===== src/ttp_pkg.sv =====
package ttp_pkg;

    localparam int ADDR_W = 8;
    localparam int NCH = 2;

    // Register word indices; byte address is four times the index
    localparam logic [5:0] IDX_TSC = 6'h10;
    localparam logic [5:0] IDX_CNT_H = 6'h11;
    localparam logic [5:0] IDX_CNT_L = 6'h12;
    localparam logic [5:0] IDX_MOD_H = 6'h13;
    localparam logic [5:0] IDX_MOD_L = 6'h14;
    localparam logic [5:0] IDX_CH0_SC = 6'h15;
    localparam logic [5:0] IDX_CH0_VH = 6'h16;
    localparam logic [5:0] IDX_CH0_VL = 6'h17;
    localparam logic [5:0] IDX_CH1_SC = 6'h18;
    localparam logic [5:0] IDX_CH1_VH = 6'h19;
    localparam logic [5:0] IDX_CH1_VL = 6'h1a;
    localparam logic [5:0] CH_STRIDE = 6'h03;

    // Timer status/control fields
    localparam int TSC_FLAG = 7;
    localparam int TSC_IE = 6;
    localparam int TSC_CPWM = 5;
    localparam int TSC_CLK_LO = 3;
    localparam int TSC_PS_LO = 0;

    // Channel status/control fields
    localparam int CSC_FLAG = 7;
    localparam int CSC_IE = 6;
    localparam int CSC_MODE_LO = 4;
    localparam int CSC_ELS_LO = 2;

    localparam logic [15:0] CNT_RST = 16'h0000;
    localparam logic [15:0] CNT_TOP = 16'hffff;
    localparam logic [1:0] MODE_CAPTURE = 2'b00;
    localparam logic [1:0] MODE_COMPARE = 2'b01;
    localparam logic [1:0] ELS_OFF = 2'b00;
    localparam logic [1:0] ELS_TOGGLE = 2'b01;
    localparam logic [1:0] ELS_CLEAR = 2'b10;
    localparam logic [1:0] ELS_SET = 2'b11;

    typedef enum logic [1:0] {
        CLK_OFF = 2'b00,
        CLK_BUS = 2'b01,
        CLK_FIXED = 2'b10,
        CLK_EXT = 2'b11
    } ttp_clk_e;

    typedef struct packed {
        logic flag;
        logic arm;
        logic ie;
        logic [1:0] mode;
        logic [1:0] els;
        logic [15:0] val;
        logic [15:0] vbuf;
        logic wr_h;
        logic wr_l;
        logic [15:0] rbuf;
        logic rd_lat;
        logic rd_first_hi;
        logic pin_out;
        logic pin_oe;
        logic irq;
    } ttp_ch_s;

    typedef struct packed {
        ttp_ch_s [NCH-1:0] ch;
        logic [15:0] cnt;
        logic dir_down;
        logic [15:0] modv;
        logic [15:0] mbuf;
        logic mod_wh;
        logic mod_wl;
        logic overflow_flag;
        logic tof_arm;
        logic overflow_irq_enable;
        logic center_pwm_select;
        ttp_clk_e clks;
        logic [2:0] ps;
        logic [6:0] psc;
        logic [15:0] clat;
        logic clat_v;
        logic clat_hi;
        logic [NCH-1:0] pin_s1;
        logic [NCH-1:0] pin_s2;
        logic [NCH-1:0] pin_d;
        logic ext_s1;
        logic ext_s2;
        logic ext_d;
        logic [7:0] prdata;
        logic pready;
        logic pslverr;
        logic ovf_irq;
    } ttp_state_s;

endpackage


===== src/ttp_core.sv =====
// Operation
// - Select code 00 releases pin from channel
// - Capture on rising, falling or both edges
// - Compare: flag only, toggle, clear, set
// - Edge PWM, polarity from select code
// - Center PWM, polarity from select code
// - Channel value readable, writable, resets zero
// - Capture read freezes both bytes until pair
// - Compare writes move after both bytes
// - Sixteen-bit counter, prescaler, modulus, channel pins
// - Center select makes counter up/down
// - Clock source off after reset
// - Counting halts in debug and stop
// - Up count wraps at terminal count
// - Up/down count, ends last one period
// - Overflow request follows flag when enabled
// - Up mode overflow flag at wrap
// - Up/down overflow flag at reversal from terminal count
// - Counter byte read freezes whole count
// - Counter write clears count and freeze
// - Event flag set; read then write clears
// - Channel request when flag and enable
`timescale 1ns/10ps
`default_nettype none

module ttp_core
    import ttp_pkg::*;
(
    input wire logic clk,
    input wire logic srst,
    input wire logic psel,
    input wire logic penable,
    input wire logic pwrite,
    input wire logic [ADDR_W-1:0] paddr,
    input wire logic [31:0] pwdata,
    output logic [31:0] prdata,
    output logic pready,
    output logic pslverr,
    input wire logic [NCH-1:0] ch_pin_in,
    output logic [NCH-1:0] ch_pin_out,
    output logic [NCH-1:0] ch_pin_oe,
    input wire logic ext_clk_in,
    input wire logic fixed_clk_en,
    input wire logic debug_halt,
    input wire logic stop_mode,
    output logic ovf_irq,
    output logic [NCH-1:0] ch_irq
);

    // ------------------------------------------------------------
    // Helpers
    // ------------------------------------------------------------
    function automatic logic [6:0] div_max(input logic [2:0] ps);
        div_max = 7'((8'h01 << ps) - 8'h01);
    endfunction

    function automatic logic [5:0] ch_idx(input int i, input logic [5:0] base);
        ch_idx = 6'(base + CH_STRIDE * 6'(i));
    endfunction

    // Byte select: returns high or low byte of v, keeps no state
    function automatic logic [7:0] pick(input logic [15:0] v, input logic hi);
        pick = hi ? v[15:8] : v[7:0];
    endfunction

    ttp_state_s s_r;
    ttp_state_s s_nxt;

    logic src;
    logic tick;
    logic ovf_evt;
    logic [15:0] term;
    logic [5:0] idx;
    logic setup;
    logic access;
    logic mapped;
    logic [7:0] rd;
    logic [7:0] wd;
    logic capt;
    logic cmp;
    logic epwm;
    logic evt;
    logic match;
    logic rise;
    logic fall;
    logic active;

    always_comb begin
        s_nxt = s_r;
        src = 1'b0;
        tick = 1'b0;
        ovf_evt = 1'b0;
        term = (s_r.modv == CNT_RST) ? CNT_TOP : s_r.modv;
        idx = (paddr[1:0] == 2'b00) ? paddr[7:2] : 6'h00;
        setup = psel & ~penable;
        access = psel & penable & s_r.pready;
        mapped = 1'b0;
        rd = 8'h00;
        wd = pwdata[7:0];
        capt = 1'b0;
        cmp = 1'b0;
        epwm = 1'b0;
        evt = 1'b0;
        match = 1'b0;
        rise = 1'b0;
        fall = 1'b0;
        active = 1'b0;

        // ------------------------------------------------------------
        // Input synchronisers
        // ------------------------------------------------------------
        s_nxt.pin_s1 = ch_pin_in;
        s_nxt.pin_s2 = s_r.pin_s1;
        s_nxt.pin_d = s_r.pin_s2;
        s_nxt.ext_s1 = ext_clk_in;
        s_nxt.ext_s2 = s_r.ext_s1;
        s_nxt.ext_d = s_r.ext_s2;

        // ------------------------------------------------------------
        // Clock source and prescaler
        // ------------------------------------------------------------
        // source select
        unique case (s_r.clks)
            CLK_OFF: src = 1'b0;
            CLK_BUS: src = 1'b1;
            CLK_FIXED: src = fixed_clk_en;
            CLK_EXT: src = s_r.ext_s2 & ~s_r.ext_d;
        endcase
        if (debug_halt | stop_mode) begin
            src = 1'b0;
        end
        if (src) begin
            if (s_r.psc >= div_max(s_r.ps)) begin
                s_nxt.psc = 7'h00;
                tick = 1'b1;
            end else begin
                s_nxt.psc = 7'(s_r.psc + 7'h01);
            end
        end

        // ------------------------------------------------------------
        // Main counter
        // ------------------------------------------------------------
        if (tick) begin
            if (s_r.center_pwm_select) begin
                if (!s_r.dir_down) begin
                    if (s_r.cnt >= term) begin
                        s_nxt.dir_down = 1'b1;
                        s_nxt.cnt = 16'(s_r.cnt - 16'h0001);
                        ovf_evt = 1'b1;
                    end else begin
                        s_nxt.cnt = 16'(s_r.cnt + 16'h0001);
                    end
                end else if (s_r.cnt == CNT_RST) begin
                    s_nxt.dir_down = 1'b0;
                    s_nxt.cnt = 16'(s_r.cnt + 16'h0001);
                end else begin
                    s_nxt.cnt = 16'(s_r.cnt - 16'h0001);
                end
            end else begin
                s_nxt.dir_down = 1'b0;
                if (s_r.cnt >= term) begin
                    s_nxt.cnt = CNT_RST;
                    ovf_evt = 1'b1;
                end else begin
                    s_nxt.cnt = 16'(s_r.cnt + 16'h0001);
                end
            end
        end

        // ------------------------------------------------------------
        // APB slave
        // ------------------------------------------------------------
        s_nxt.pready = setup;
        if (setup) begin
            unique case (idx)
                IDX_TSC: begin
                    mapped = 1'b1;
                    rd = {s_r.overflow_flag, s_r.overflow_irq_enable, s_r.center_pwm_select, s_r.clks, s_r.ps};
                    if (!pwrite && s_r.overflow_flag) begin
                        s_nxt.tof_arm = 1'b1;
                    end
                end
                IDX_CNT_H, IDX_CNT_L: begin
                    mapped = 1'b1;
                    if (!pwrite) begin
                        if (!s_r.clat_v) begin
                            rd = pick(s_r.cnt, idx == IDX_CNT_H);
                            s_nxt.clat = s_r.cnt;
                            s_nxt.clat_v = 1'b1;
                            s_nxt.clat_hi = (idx == IDX_CNT_H);
                        end else begin
                            rd = pick(s_r.clat, idx == IDX_CNT_H);
                            if (s_r.clat_hi != (idx == IDX_CNT_H)) begin
                                s_nxt.clat_v = 1'b0;
                            end
                        end
                    end
                end
                IDX_MOD_H: begin
                    mapped = 1'b1;
                    rd = s_r.modv[15:8];
                end
                IDX_MOD_L: begin
                    mapped = 1'b1;
                    rd = s_r.modv[7:0];
                end
                default: begin
                    mapped = 1'b0;
                end
            endcase
            for (int i = 0; i < NCH; i++) begin
                if (idx == ch_idx(i, IDX_CH0_SC)) begin
                    mapped = 1'b1;
                    rd = {s_r.ch[i].flag, s_r.ch[i].ie, s_r.ch[i].mode, s_r.ch[i].els, 2'b00};
                    if (!pwrite && s_r.ch[i].flag) begin
                        s_nxt.ch[i].arm = 1'b1;
                    end
                end
                if (idx == ch_idx(i, IDX_CH0_VH) || idx == ch_idx(i, IDX_CH0_VL)) begin
                    mapped = 1'b1;
                    rd = pick(s_r.ch[i].val, idx == ch_idx(i, IDX_CH0_VH));
                    if (!pwrite && !s_r.center_pwm_select && s_r.ch[i].mode == MODE_CAPTURE) begin
                        if (!s_r.ch[i].rd_lat) begin
                            s_nxt.ch[i].rbuf = s_r.ch[i].val;
                            s_nxt.ch[i].rd_lat = 1'b1;
                            s_nxt.ch[i].rd_first_hi = (idx == ch_idx(i, IDX_CH0_VH));
                        end else begin
                            rd = pick(s_r.ch[i].rbuf, idx == ch_idx(i, IDX_CH0_VH));
                            if (s_r.ch[i].rd_first_hi != (idx == ch_idx(i, IDX_CH0_VH))) begin
                                s_nxt.ch[i].rd_lat = 1'b0;
                            end
                        end
                    end
                end
            end
            s_nxt.prdata = (pwrite || !mapped) ? 8'h00 : rd;
            s_nxt.pslverr = ~mapped | (paddr[1:0] != 2'b00);
        end

        if (access && pwrite && !s_r.pslverr) begin
            unique case (idx)
                IDX_TSC: begin
                    if (s_r.tof_arm && !wd[TSC_FLAG]) begin
                        s_nxt.overflow_flag = 1'b0;
                    end
                    s_nxt.tof_arm = 1'b0;
                    s_nxt.overflow_irq_enable = wd[TSC_IE];
                    s_nxt.center_pwm_select = wd[TSC_CPWM];
                    s_nxt.clks = ttp_clk_e'(wd[TSC_CLK_LO +: 2]);
                    s_nxt.ps = wd[TSC_PS_LO +: 3];
                    s_nxt.mod_wh = 1'b0;
                    s_nxt.mod_wl = 1'b0;
                end
                IDX_CNT_H, IDX_CNT_L: begin
                    s_nxt.cnt = CNT_RST;
                    s_nxt.dir_down = 1'b0;
                    s_nxt.psc = 7'h00;
                    s_nxt.clat_v = 1'b0;
                end
                IDX_MOD_H: begin
                    s_nxt.mbuf[15:8] = wd;
                    s_nxt.mod_wh = 1'b1;
                end
                IDX_MOD_L: begin
                    s_nxt.mbuf[7:0] = wd;
                    s_nxt.mod_wl = 1'b1;
                end
                default: begin
                    s_nxt.mod_wh = s_nxt.mod_wh;
                end
            endcase
            for (int i = 0; i < NCH; i++) begin
                if (idx == ch_idx(i, IDX_CH0_SC)) begin
                    if (s_r.ch[i].arm && !wd[CSC_FLAG]) begin
                        s_nxt.ch[i].flag = 1'b0;
                    end
                    s_nxt.ch[i].arm = 1'b0;
                    s_nxt.ch[i].ie = wd[CSC_IE];
                    s_nxt.ch[i].mode = wd[CSC_MODE_LO +: 2];
                    s_nxt.ch[i].els = wd[CSC_ELS_LO +: 2];
                    s_nxt.ch[i].rd_lat = 1'b0;
                    s_nxt.ch[i].wr_h = 1'b0;
                    s_nxt.ch[i].wr_l = 1'b0;
                end
                if (idx == ch_idx(i, IDX_CH0_VH)) begin
                    s_nxt.ch[i].vbuf[15:8] = wd;
                    s_nxt.ch[i].wr_h = 1'b1;
                end
                if (idx == ch_idx(i, IDX_CH0_VL)) begin
                    s_nxt.ch[i].vbuf[7:0] = wd;
                    s_nxt.ch[i].wr_l = 1'b1;
                end
            end
        end

        if (s_nxt.mod_wh && s_nxt.mod_wl) begin
            s_nxt.modv = s_nxt.mbuf;
            s_nxt.mod_wh = 1'b0;
            s_nxt.mod_wl = 1'b0;
        end

        // ------------------------------------------------------------
        // Overflow flag; a new event beats a pending clear
        // ------------------------------------------------------------
        if (ovf_evt) begin
            s_nxt.overflow_flag = 1'b1;
            s_nxt.tof_arm = 1'b0;
        end
        s_nxt.ovf_irq = s_nxt.overflow_flag & s_nxt.overflow_irq_enable;

        // ------------------------------------------------------------
        // Channels
        // ------------------------------------------------------------
        for (int i = 0; i < NCH; i++) begin
            capt = !s_r.center_pwm_select && s_r.ch[i].mode == MODE_CAPTURE;
            cmp = !s_r.center_pwm_select && s_r.ch[i].mode == MODE_COMPARE;
            epwm = !s_r.center_pwm_select && s_r.ch[i].mode[1];
            active = ~s_r.ch[i].els[0];
            match = tick && s_r.cnt == s_r.ch[i].val;
            rise = s_r.pin_s2[i] & ~s_r.pin_d[i];
            fall = ~s_r.pin_s2[i] & s_r.pin_d[i];
            evt = 1'b0;
            if (capt) begin
                if ((s_r.ch[i].els[0] & rise) | (s_r.ch[i].els[1] & fall)) begin
                    s_nxt.ch[i].val = s_r.cnt;
                    evt = 1'b1;
                end
            end else if (match) begin
                evt = 1'b1;
            end
            if (cmp && match) begin
                unique case (s_r.ch[i].els)
                    ELS_OFF: s_nxt.ch[i].pin_out = s_r.ch[i].pin_out;
                    ELS_TOGGLE: s_nxt.ch[i].pin_out = ~s_r.ch[i].pin_out;
                    ELS_CLEAR: s_nxt.ch[i].pin_out = 1'b0;
                    ELS_SET: s_nxt.ch[i].pin_out = 1'b1;
                endcase
            end
            if (epwm && s_r.ch[i].els != ELS_OFF) begin
                if (match) begin
                    s_nxt.ch[i].pin_out = ~active;
                end
                if (ovf_evt) begin
                    s_nxt.ch[i].pin_out = (s_r.ch[i].val != CNT_RST) ? active : ~active;
                end
            end
            if (s_r.center_pwm_select && s_r.ch[i].els != ELS_OFF) begin
                if (s_r.ch[i].val == CNT_RST || s_r.ch[i].val[15]) begin
                    s_nxt.ch[i].pin_out = ~active;
                end else if (match) begin
                    s_nxt.ch[i].pin_out = s_r.dir_down ? active : ~active;
                end
            end
            if (s_nxt.ch[i].wr_h && s_nxt.ch[i].wr_l && (!(epwm || s_r.center_pwm_select) || ovf_evt)) begin
                s_nxt.ch[i].val = s_nxt.ch[i].vbuf;
                s_nxt.ch[i].wr_h = 1'b0;
                s_nxt.ch[i].wr_l = 1'b0;
            end
            if (evt) begin
                s_nxt.ch[i].flag = 1'b1;
                s_nxt.ch[i].arm = 1'b0;
            end
            s_nxt.ch[i].pin_oe = (s_nxt.ch[i].els != ELS_OFF) &&
                (s_nxt.center_pwm_select || s_nxt.ch[i].mode != MODE_CAPTURE);
            s_nxt.ch[i].irq = s_nxt.ch[i].flag & s_nxt.ch[i].ie;
        end
    end

    // ------------------------------------------------------------
    // State register
    // ------------------------------------------------------------
    always_ff @(posedge clk) begin
        if (srst) begin
            s_r <= '0;
        end else begin
            s_r <= s_nxt;
        end
    end

    // ------------------------------------------------------------
    // Outputs
    // ------------------------------------------------------------
    assign prdata = {24'h000000, s_r.prdata};
    assign pready = s_r.pready;
    assign pslverr = s_r.pslverr;
    assign ovf_irq = s_r.ovf_irq;

    for (genvar g = 0; g < NCH; g++) begin : g_ch
        assign ch_pin_out[g] = s_r.ch[g].pin_out;
        assign ch_pin_oe[g] = s_r.ch[g].pin_oe;
        assign ch_irq[g] = s_r.ch[g].irq;
    end

endmodule

`default_nettype wire


===== config.mk =====
export PLATFORM = sky130hd
export DESIGN_NAME = ttp_core
export DESIGN_NICKNAME = d
export VERILOG_FILES = /design/src/ttp_pkg.sv /design/src/ttp_core.sv
export SDC_FILE = /design/constraint.sdc
export NUM_CORES = 1
export LEC_CHECK = 0
export ABC_AREA = 0
export BUFFER_PORTS_ARGS = -buffer_cell sky130_fd_sc_hd__buf_2
export CORE_MARGIN = 2
export CORE_UTILIZATION = 35
export DETAILED_ROUTE_END_ITERATION = 6
export HOLD_SLACK_MARGIN = 0.05
export PLACE_DENSITY = 0.54
export SLEW_MARGIN = 30
export SYNTH_ARGS = -nofsm -noshare
export SYNTH_HDL_FRONTEND = slang
export SYNTH_SLANG_ARGS = --single-unit

===== constraint.sdc =====
create_clock -name clk -period 3.74 [get_ports clk]
set_input_delay 0.561 -clock clk [delete_from_list [all_inputs] [get_ports clk]]
set_output_delay 0.561 -clock clk [all_outputs]
set_load 0.01 [all_outputs]

Word level (Yosys, flattened, before mapping)
Index checks and enable logic that the tools add are counted.
- reductions and logical operators: 87
- $add $sub $neg: 4
- multiplexer cells: 139
- bitwise operators: 34
- order comparisons: 2
- shifts and indexed selects: 1
- eq/ne operators: 27
- divide/modulo/power cells: 0
- $mul: 0
- operators by type and width (kind ; number):
    2-to-1 mux 8 bit ; 23
    2-to-1 mux 16 bit ; 10
    2-to-1 mux 17 bit ; 5
    2-to-1 mux 1 bit ; 69
    equality test 6 x 5 -> 1 bit (second input constant) ; 11
    logical NOT 16 bit ; 4
    2-to-1 mux 7 bit ; 7
    2-to-1 mux 18 bit ; 2
    2-to-1 mux 34 bit ; 1
    equality test 16 bit ; 2
    logical AND 1 bit ; 32
    case mux 8 bit (4 select lines) ; 1
    nonzero test 16 bit ; 2
    2-to-1 mux 2 bit ; 14
    nonzero test 2 bit ; 11
    adder 16 x 1 -> 16 bit (second input constant) ; 1
    greater-or-equal comparator 16 bit ; 1
    subtractor 16 x 1 -> 16 bit (second input constant) ; 1
    bitwise AND 1 bit ; 15
    inverter 1 bit ; 15
    OR reduction 2 bit ; 7
    equality test 2 bit (second input constant) ; 6
    logical NOT 2 bit ; 6
    case mux 1 bit (4 select lines) ; 3
    other kinds (15) ; 45
- memories kept: 0
- latch bits: 0
- memory bits (read-only): 0
- RAM bits: 0
- output and inout bits: 41
- flip-flop bits (word level): 229
- word-level logic and storage cells: 350

Longest topological paths before layout
Gate-level depths: netlist of run 1.
- depth in word-level cells: 14
- depth in mapped cells: 14
- gate-level depth less buffers: 11

Worst setup path before layout of run 1
No wires, ideal clock.
- path kind: reg-to-reg
- start point: reg s_r[75] (netlist name)
- end point: reg s_r (netlist bit ch_pin_out[0])
- buffers on the path: 3
- stages on the path, launching flop included: 15
- setup slack: 0.102 ns
- setup time: 0.125 ns
- period minus slack after synthesis: 3.638 ns
- data arrival time: 3.513 ns
- path through: dfxtp_1 nor4_1 and4_1 clkbuf_1 clkbuf_1 nor2_1 ha_1 and2_1 a221o_1 a41oi_1 nor4b_1 clkbuf_1 nor3_1 nor4_1 o41a_1
- longest elaborated chain between the ends: 12
- ends and longest elaborated chain (element ; line ; text):
    start: declaration ; ttp_core.sv:66 ; ttp_state_s s_r;
    start signal: assignment ; ttp_core.sv:377 ; s_r <= s_nxt;
    logical NOT 16 bit ; ttp_core.sv:93 ; term = (s_r.modv == CNT_RST) ? CNT_TOP : s_r.modv;
    2-to-1 mux 16 bit * ; ttp_core.sv:93 ;
    greater-or-equal comparator 16 bit * ; ttp_core.sv:147, ttp_core.sv:162 ;
    2-to-1 mux 1 bit * ; ttp_core.sv:147, ttp_core.sv:162 ;
    2-to-1 mux 1 bit ; ttp_core.sv:146 ; if (!s_r.dir_down) begin
    2-to-1 mux 1 bit * ; ttp_core.sv:145 ; if (s_r.center_pwm_select) begin
    2-to-1 mux 1 bit * ; ttp_core.sv:144 ; if (tick) begin
    2-to-1 mux 1 bit * ; ttp_core.sv:344 ; if (ovf_evt) begin
    2-to-1 mux 1 bit * ; ttp_core.sv:340 ; if (epwm && s_r.ch[i].els != ELS_OFF) begin
    2-to-1 mux 1 bit ; ttp_core.sv:351 ; end else if (match) begin
    2-to-1 mux 1 bit ; ttp_core.sv:349 ; if (s_r.ch[i].val == CNT_RST || s_r.ch[i].val[15]) begin
    2-to-1 mux 1 bit * ; ttp_core.sv:348 ; if (s_r.center_pwm_select && s_r.ch[i].els != ELS_OFF) begin
Mark *: on every way between the ends. The rest lies on a longest branch, timed or not.
A chain may end at the register's enable or synchronous reset.

Worst setup path in the final report of run 1
- start point: reg s_r[80] (netlist name)
- end point: reg s_r[215] (netlist name)
- longest elaborated chain between the ends: 11
- elaborated cells between the ends (all ways): 13
- ends and longest elaborated chain (element ; line ; text):
    logical NOT 16 bit ; ttp_core.sv:93 ;
    2-to-1 mux 16 bit * ; ttp_core.sv:93 ;
    greater-or-equal comparator 16 bit * ; ttp_core.sv:147, ttp_core.sv:162 ;
    2-to-1 mux 1 bit * ; ttp_core.sv:147, ttp_core.sv:162 ;
    2-to-1 mux 1 bit ; ttp_core.sv:146 ;
    2-to-1 mux 1 bit * ; ttp_core.sv:145 ;
    2-to-1 mux 1 bit * ; ttp_core.sv:144 ;
    logical OR 1 bit * ; ttp_core.sv:355 ; if (s_nxt.ch[i].wr_h && s_nxt.ch[i].wr_l && (!(epwm || s_r.center_pwm_select) || ovf_evt)) begin
    logical AND 1 bit * ; ttp_core.sv:355 ;
    nonzero test 2 bit (no line) ; -- ;
    AND reduction 2 bit (no line) ; -- ;
Marks and branches as above.

==> impl_metrics.json, run 1 <==
{
  "congestion_overflow_gr": 0,
  "vdd_drop_max_uv": 346.4,
  "gate_count_of_the_mapped_netlist": 1418,
  "combinationalPowerShare_pct": 2.9,
  "via_count": 10670,
  "relSlewSlack_pct": 46.21,
  "synth.yosys.seq_area_share_pct": 37.24,
  "coreArea_sq_um": 34630,
  "yosysWarningCount": 0,
  "cts_hold_buf": 0,
  "globalRoute.busiestLayer": "met2",
  "hold_path.class": "in -> reg",
  "drt_drc_violations_left": 0,
  "synth_top_cells_by_area": "sky130_fd_sc_hd__dfxtp_1 (37%), sky130_fd_sc_hd__mux2i_1 (7.3%), sky130_fd_sc_hd__nor2_1 (4.8%)",
  "grt_setup_unrepaired": "no",
  "dieArea_sq_um": 36690,
  "design.portCount": 92,
  "total_length_of_routed_wires_um": 39540,
  "placed_cells_incl_taps": 1869,
  "cts.path.max_buffers": 3,
  "yosys_most_used_dff": "sky130_fd_sc_hd__dfxtp_1",
  "firstDrtPassIters": 5,
  "gpl.final_weighted_congestion": 0.8797,
  "p_per_area_nw_per_um2": 369.3,
  "critPathKind": "reg -> reg",
  "htree_levels": 1,
  "p_int_mw": 3.986,
  "crit_arrival_ps": 3910,
  "netlist.area_leader.share_pct": 37.24,
  "chip_width_um": 191.6,
  "commonest_cells_post_synth": "sky130_fd_sc_hd__dfxtp_1 (229), sky130_fd_sc_hd__nor2_1 (156), sky130_fd_sc_hd__nand2_1 (144)",
  "detail_route.wl_per_cell_um": 20.61,
  "port-buffer-count": 43,
  "cts.reportedPaths.clkPinSlew_ps": 60,
  "most_repeated_cell_in_the_gate_level_netlist_after_synthesis": "sky130_fd_sc_hd__dfxtp_1",
  "nets": 1522,
  "share_clk_of_total_power_pct": 49.7,
  "worstSkewPairLatency_ps": 540,
  "grt_antenna_before_repair": 4,
  "power_leakage_nw": 5.397,
  "clock-skew-final_ps": 10.36,
  "netlist-cell-type-count": 80,
  "timing_max_transition_violations_final": 0,
  "avgSynthCellArea_sq_um": 8.683,
  "grt_first_pass_wirelength_um": 60460,
  "grt.total_usage_pct": 21.59,
  "critPathRequiredTime_ps": 4190,
  "fin_cells": 1919,
  "final.period_utilization_pct": 92.62,
  "syn_area_sq_um": 12310,
  "drive_above_1_share_pct": 16.06,
  "global_route.usage.met2_pct": 34.09,
  "finalSetupTns_ps": 0,
  "outcome": "complete, no violations",
  "grt_pass1_vias": 10030,
  "drt-initial-drc-count": 723,
  "setup_viol_count_final": 0,
  "power.net_switching_mw": 1.178,
  "power.switching_fraction_pct": 22.81,
  "chipHeight_um": 191.6,
  "place_hpwl_um": 28320,
  "area.growth.synth_to_final_pct": 13.57,
  "cts_made_buffers": 27,
  "cts_root_buffer": "sky130_fd_sc_hd__clkbuf_16",
  "start_kind": "flop",
  "cap_violations": 0,
  "globalRouteMet3Util_pct": 3.874,
  "layout_min_cycle_time_ps": 3464,
  "antenna_violating_nets_post_route": 0,
  "globalRouteMet1Util_pct": 28.62,
  "seqPwrFrac_pct": 47.4,
  "flip_flop_and_latch_count_after_synthesis": 229,
  "post_synth_edffs": 0,
  "endpoint_kind": "flop",
  "tightestPinTransition_ps": 799.5,
  "synth_top_cell_by_area": "sky130_fd_sc_hd__dfxtp_1",
  "async_reset_ff_share_pct": 0,
  "floorplan.initialDensity_pct": 35.55,
  "worst_path_max_fanout": 33,
  "number_of_placement_rows": 68,
  "post_drt_via_cell_ratio": 5.560,
  "cts_tree": "done",
  "ff2ff_setup_slack_ps": 280,
  "hold_violations": 0,
  "maxClockFrequency_ghz": 0.2887,
  "grt_start_max_net_pins": 69,
  "cts_sinks": 229
}
[registers in the layout (all words and copies together) (netlist names), named ones only]
name	flops
pready	1
ch_irq	2
ch_pin_oe	2
pslverr	1
s_r	205
ovf_irq	1
s_nxt	6
prdata	8
ch_pin_out	2
[routing by layer]
metal	wire [um]	part of all wire, %
met1	17840	45
met2	17490	44
met3	2469	6.2
met4	1749	4.4
met5	0	0
[cell usage in the layout (no fill, tap or decap), drive strengths merged, types with 30 or more instances in the layout]
cell and instances:
buf 118, and2 30, o21ai 36, clkbuf 39, a21oi 87, a211oi 35, mux2i 90, nor4 30
xnor2 40, nor2 159, nand2 144, nand3 39, mux2 39, dfxtp 229
[cell type report]
class | instances | area, sq um
clock buffers | 39 | 780.7
repair buffers | 118 | 818.3
fillers | 3456 | 20650
well taps | 455 | 569.3
clock inverters | 9 | 80.08
flip-flops and latches | 229 | 4584
inverters | 19 | 71.32
diodes | 1 | 2.502
multi-input cells | 1049 | 7076
[critical path, cell delays in order (launching register included)]
cell and delay (ps):
sky130_fd_sc_hd__dfxtp_1 310, sky130_fd_sc_hd__nor4_1 300, sky130_fd_sc_hd__and4_1 280, sky130_fd_sc_hd__buf_12 150, sky130_fd_sc_hd__nor2_1 50, sky130_fd_sc_hd__ha_1 310, sky130_fd_sc_hd__a2111oi_1 380, sky130_fd_sc_hd__o21ai_1 180
sky130_fd_sc_hd__a211oi_2 240, sky130_fd_sc_hd__buf_4 170, sky130_fd_sc_hd__nor4b_4 60, sky130_fd_sc_hd__buf_4 160, sky130_fd_sc_hd__o211ai_1 270, sky130_fd_sc_hd__buf_12 230, sky130_fd_sc_hd__nor2_1 70, sky130_fd_sc_hd__a211oi_1 200
[cells by family after synthesis]
logic type / count (synthesis) / share of synthesized area, %
other: 1 / 0.03046
adders and majority gates: 27 / 2.744
xor gates and xnor gates: 54 / 3.842
buffers and inverters: 163 / 6.423
and+or+nand+nor: 532 / 21.03
AOI/OAI and AO/OA: 267 / 14.89
muxes: 145 / 13.81
DFF: 229 / 37.24
[path summary, 6_finish.rpt]
path | to | cells after the start | from
hold / removal | s_nxt[17]$_SDFF_PP0_ | 2 | ch_pin_in[1]
hold reg to reg | prdata[0]$_SDFFE_PP0P_ | 2 | prdata[0]$_SDFFE_PP0P_
setup reg to reg | s_r[215]$_SDFFE_PP0P_ | 15 | s_r[80]$_SDFFE_PP0P_
setup / recovery | s_r[215]$_SDFFE_PP0P_ | 15 | s_r[80]$_SDFFE_PP0P_
[stage by stage]
stage	instance area [sq um]	utilization [%]	setup WS, ps	power, mW	hold WS (ps)
global placement	13100	37.83	185.8	2.651	432.2
global route	13980	40.37	10.86	5.307	254.6
detailed placement	13100	37.83	121.3	2.653	424.5
finish	13980	40.38	275.8	5.164	233.4
floorplan	12400	-	102.0	2.602	413.8
CTS	13960	40.32	108.2	5.215	217.4
[power by group through the flow]
stage	Combinational, mW	Clock [mW]	Sequential, mW
after floorplan	0.101	0	2.50
after CTS	0.152	2.62	2.45
after global placement	0.150	0	2.50
after detailed placement	0.152	0	2.50
final	0.150	2.57	2.45
after global routing	0.163	2.70	2.45
[repair_timing]
action                                 in CTS  in global routing
endpoints found under the hold margin       0                  0
setup buffers                               0                  1
gates resized for setup                     0                  5
setup endpoints to repair                   0                 41
Power figures use the tool's default switching activity.
==> run 2, diff against run 1 <==
==> constraint.sdc (replaced) <==
create_clock -name clk -period 3.74 [get_ports clk]
set_input_delay 0.187 -clock clk [delete_from_list [all_inputs] [get_ports clk]]
set_output_delay 0.187 -clock clk [all_outputs]
set_load 0.01 [all_outputs]
==> run 2 against run 1 <==
Compared with the run above:
- critical path type unchanged
- cell area rose by 1.3%
- sequential share of layout area fell by 0.41 points
- combinational power rose by 7%
- utilization rose by 0.52 points
- clock-buffer cell count fell by 1
- fmax fell by 4.5%
- highest routed layer unchanged
- register-to-register slack got worse by 160 ps
==> impl_metrics.json, run 2 (synthesized netlist as in run 1, its figures left out) <==
{
  "grt_pass1_vias": 10150,
  "power.switching_fraction_pct": 22.43,
  "hold_path.class": "in -> reg",
  "grt_first_pass_wirelength_um": 61640,
  "relSlewSlack_pct": 45.51,
  "gpl.final_weighted_congestion": 0.8699,
  "power.net_switching_mw": 1.188,
  "num_antenna_cells": 0,
  "wl_met3_um": 2405,
  "critPathKind": "reg -> reg",
  "cts.reportedPaths.clkPinSlew_ps": 70,
  "p_int_mw": 4.109,
  "worst_path_max_fanout": 10,
  "htree_levels": 1,
  "cts_root_buffer": "sky130_fd_sc_hd__clkbuf_16",
  "outcome": "complete, no violations",
  "power_mw": 5.297,
  "finalSetupTns_ps": 0,
  "congestion_overflow_gr": 0,
  "critical-path-top-cell-by-count": "sky130_fd_sc_hd__buf_4",
  "cts_tree": "done",
  "registers.top_by_ff_count": "s_r",
  "fin_cells": 1926,
  "combinationalPowerShare_pct": 3.0,
  "power_leakage_nw": 5.458,
  "area.growth.synth_to_final_pct": 15.02,
  "final.hold.worst_slack_ps": 81.27,
  "nets": 1531,
  "setup_viol_count_final": 0,
  "grt.total_usage_pct": 21.83,
  "grt_start_max_net_pins": 63,
  "design.portCount": 92,
  "clock-skew-final_ps": 11.40,
  "timing_max_transition_violations_final": 0,
  "layout_min_cycle_time_ps": 3626,
  "start_kind": "flop",
  "critical_path.cell_chain": "nor4_2 > and4_1 > buf_4 > nor2_1 > ha_1 > a21o_1 > a221o_2 > a41oi_2 > nor4b_4 > buf_4 > o211ai_1 > buf_4 > buf_6 > nor2_1 > a211oi_1",
  "slowest_cell_delay_on_critical_path_ps": 400,
  "highest_layer": "met4",
  "chip_width_um": 191.6,
  "worstSkewPairLatency_ps": 540,
  "place_hpwl_um": 28130,
  "chipHeight_um": 191.6,
  "max_reg_flops": 205,
  "commonest_non_fill_non_tap_cell_in_the_layout": "sky130_fd_sc_hd__dfxtp_1",
  "post_drt_via_cell_ratio": 5.616,
  "sum_of_routed_wire_segments_on_met1_um": 18390,
  "via_count": 10820,
  "crit_arrival_ps": 4080,
  "dieArea_sq_um": 36690,
  "tightestPinTransition_ps": 809.9,
  "cts_sinks": 229,
  "met2_wirelength_um": 18800,
  "firstDrtPassIters": 5,
  "critical_path.slowest_cell": "sky130_fd_sc_hd__a221o_2",
  "postLayoutCellArea_sq_um": 14160,
  "drive_above_1_share_pct": 16.86,
  "cap_violations": 0,
  "share_clk_of_total_power_pct": 50.8,
  "final.period_utilization_pct": 96.96,
  "drt_drc_violations_left": 0,
  "seqPwrFrac_pct": 46.2,
  "cts.path.max_buffers": 3,
  "floorplan.initialDensity_pct": 35.55,
  "cts_made_buffers": 27,
  "maxClockFrequency_ghz": 0.2758,
  "dpl_cell_area_sq_um": 13090,
  "postLayoutSetupSlackWorst_ps": 113.6,
  "placed_cells_incl_taps": 1869,
  "number_of_placement_rows": 68,
  "grt_antenna_before_repair": 0,
  "total_length_of_routed_wires_um": 40710,
  "critPathRequiredTime_ps": 4190,
  "port-buffer-count": 43,
  "post-route-util_pct": 40.89,
  "antenna_violating_nets_post_route": 0,
  "pre_cts_ws_ps": 119.3,
  "vdd_drop_max_uv": 367.5,
  "p_per_area_nw_per_um2": 374.1,
  "drt-initial-drc-count": 950,
  "layout_common_cells": "sky130_fd_sc_hd__dfxtp_1 (229), sky130_fd_sc_hd__nor2_1 (156), sky130_fd_sc_hd__nand2_1 (144)",
  "hold_violations": 0,
  "detail_route.wl_per_cell_um": 21.14,
  "endpoint_kind": "flop",
  "coreArea_sq_um": 34630
}
[run 2: final timing paths]
kind,startpoint,to,slack (ps),cells past startpoint
worst max-delay path,s_r[81]$_SDFFE_PP0P_,s_r[218]$_SDFFE_PP0P_,110,15
worst min-delay path,penable,pready$_SDFF_PP0_,80,3
worst max register to register,s_r[81]$_SDFFE_PP0P_,s_r[218]$_SDFFE_PP0P_,110,15
worst min register to register,prdata[1]$_SDFFE_PP0P_,prdata[1]$_SDFFE_PP0P_,440,2
[run 2: layout make-up]
class	count	area [sq um]
clock buffer	38	767.0
clock inverter	9	130.1
fill	3486	20470
inverter	19	71.32
multi-input combinational	1049	7138
sequential	229	4584
tap	455	569.3
timing repair buffer	127	900.9
[run 2: repair_timing]
action / in CTS / in global routing
endpoints found under the setup margin: 0 / 33
buffers inserted: 0 / 2
resized for setup: 0 / 21
hold endpoints to repair: 6 / 0
hold buffers: 6 / 0
[run 2: power groups by stage]
stage,logic (mW),clock network [mW],registers [mW]
floorplan,0.101,0,2.50
global placement,0.154,0,2.50
detailed placement,0.154,0,2.50
CTS,0.159,2.74,2.45
global route,0.170,2.85,2.45
finish,0.161,2.69,2.45
[run 2: metal layers]
layer  global-route usage, %  vias to the layer above
met4                   6.686                        0
met2                   36.03                      371
li1                        -                     5095
met5                       0                        -
met1                   29.65                     5293
met3                   2.735                       58
[run 2: critical path: cells and delay by family, from the launching register on]
kind / cells / cell delay [ps]
simple gates: 5 / 820
flops: 1 / 370
buf+inv: 4 / 700
compound gates: 5 / 1310
fa+ha+maj: 1 / 320
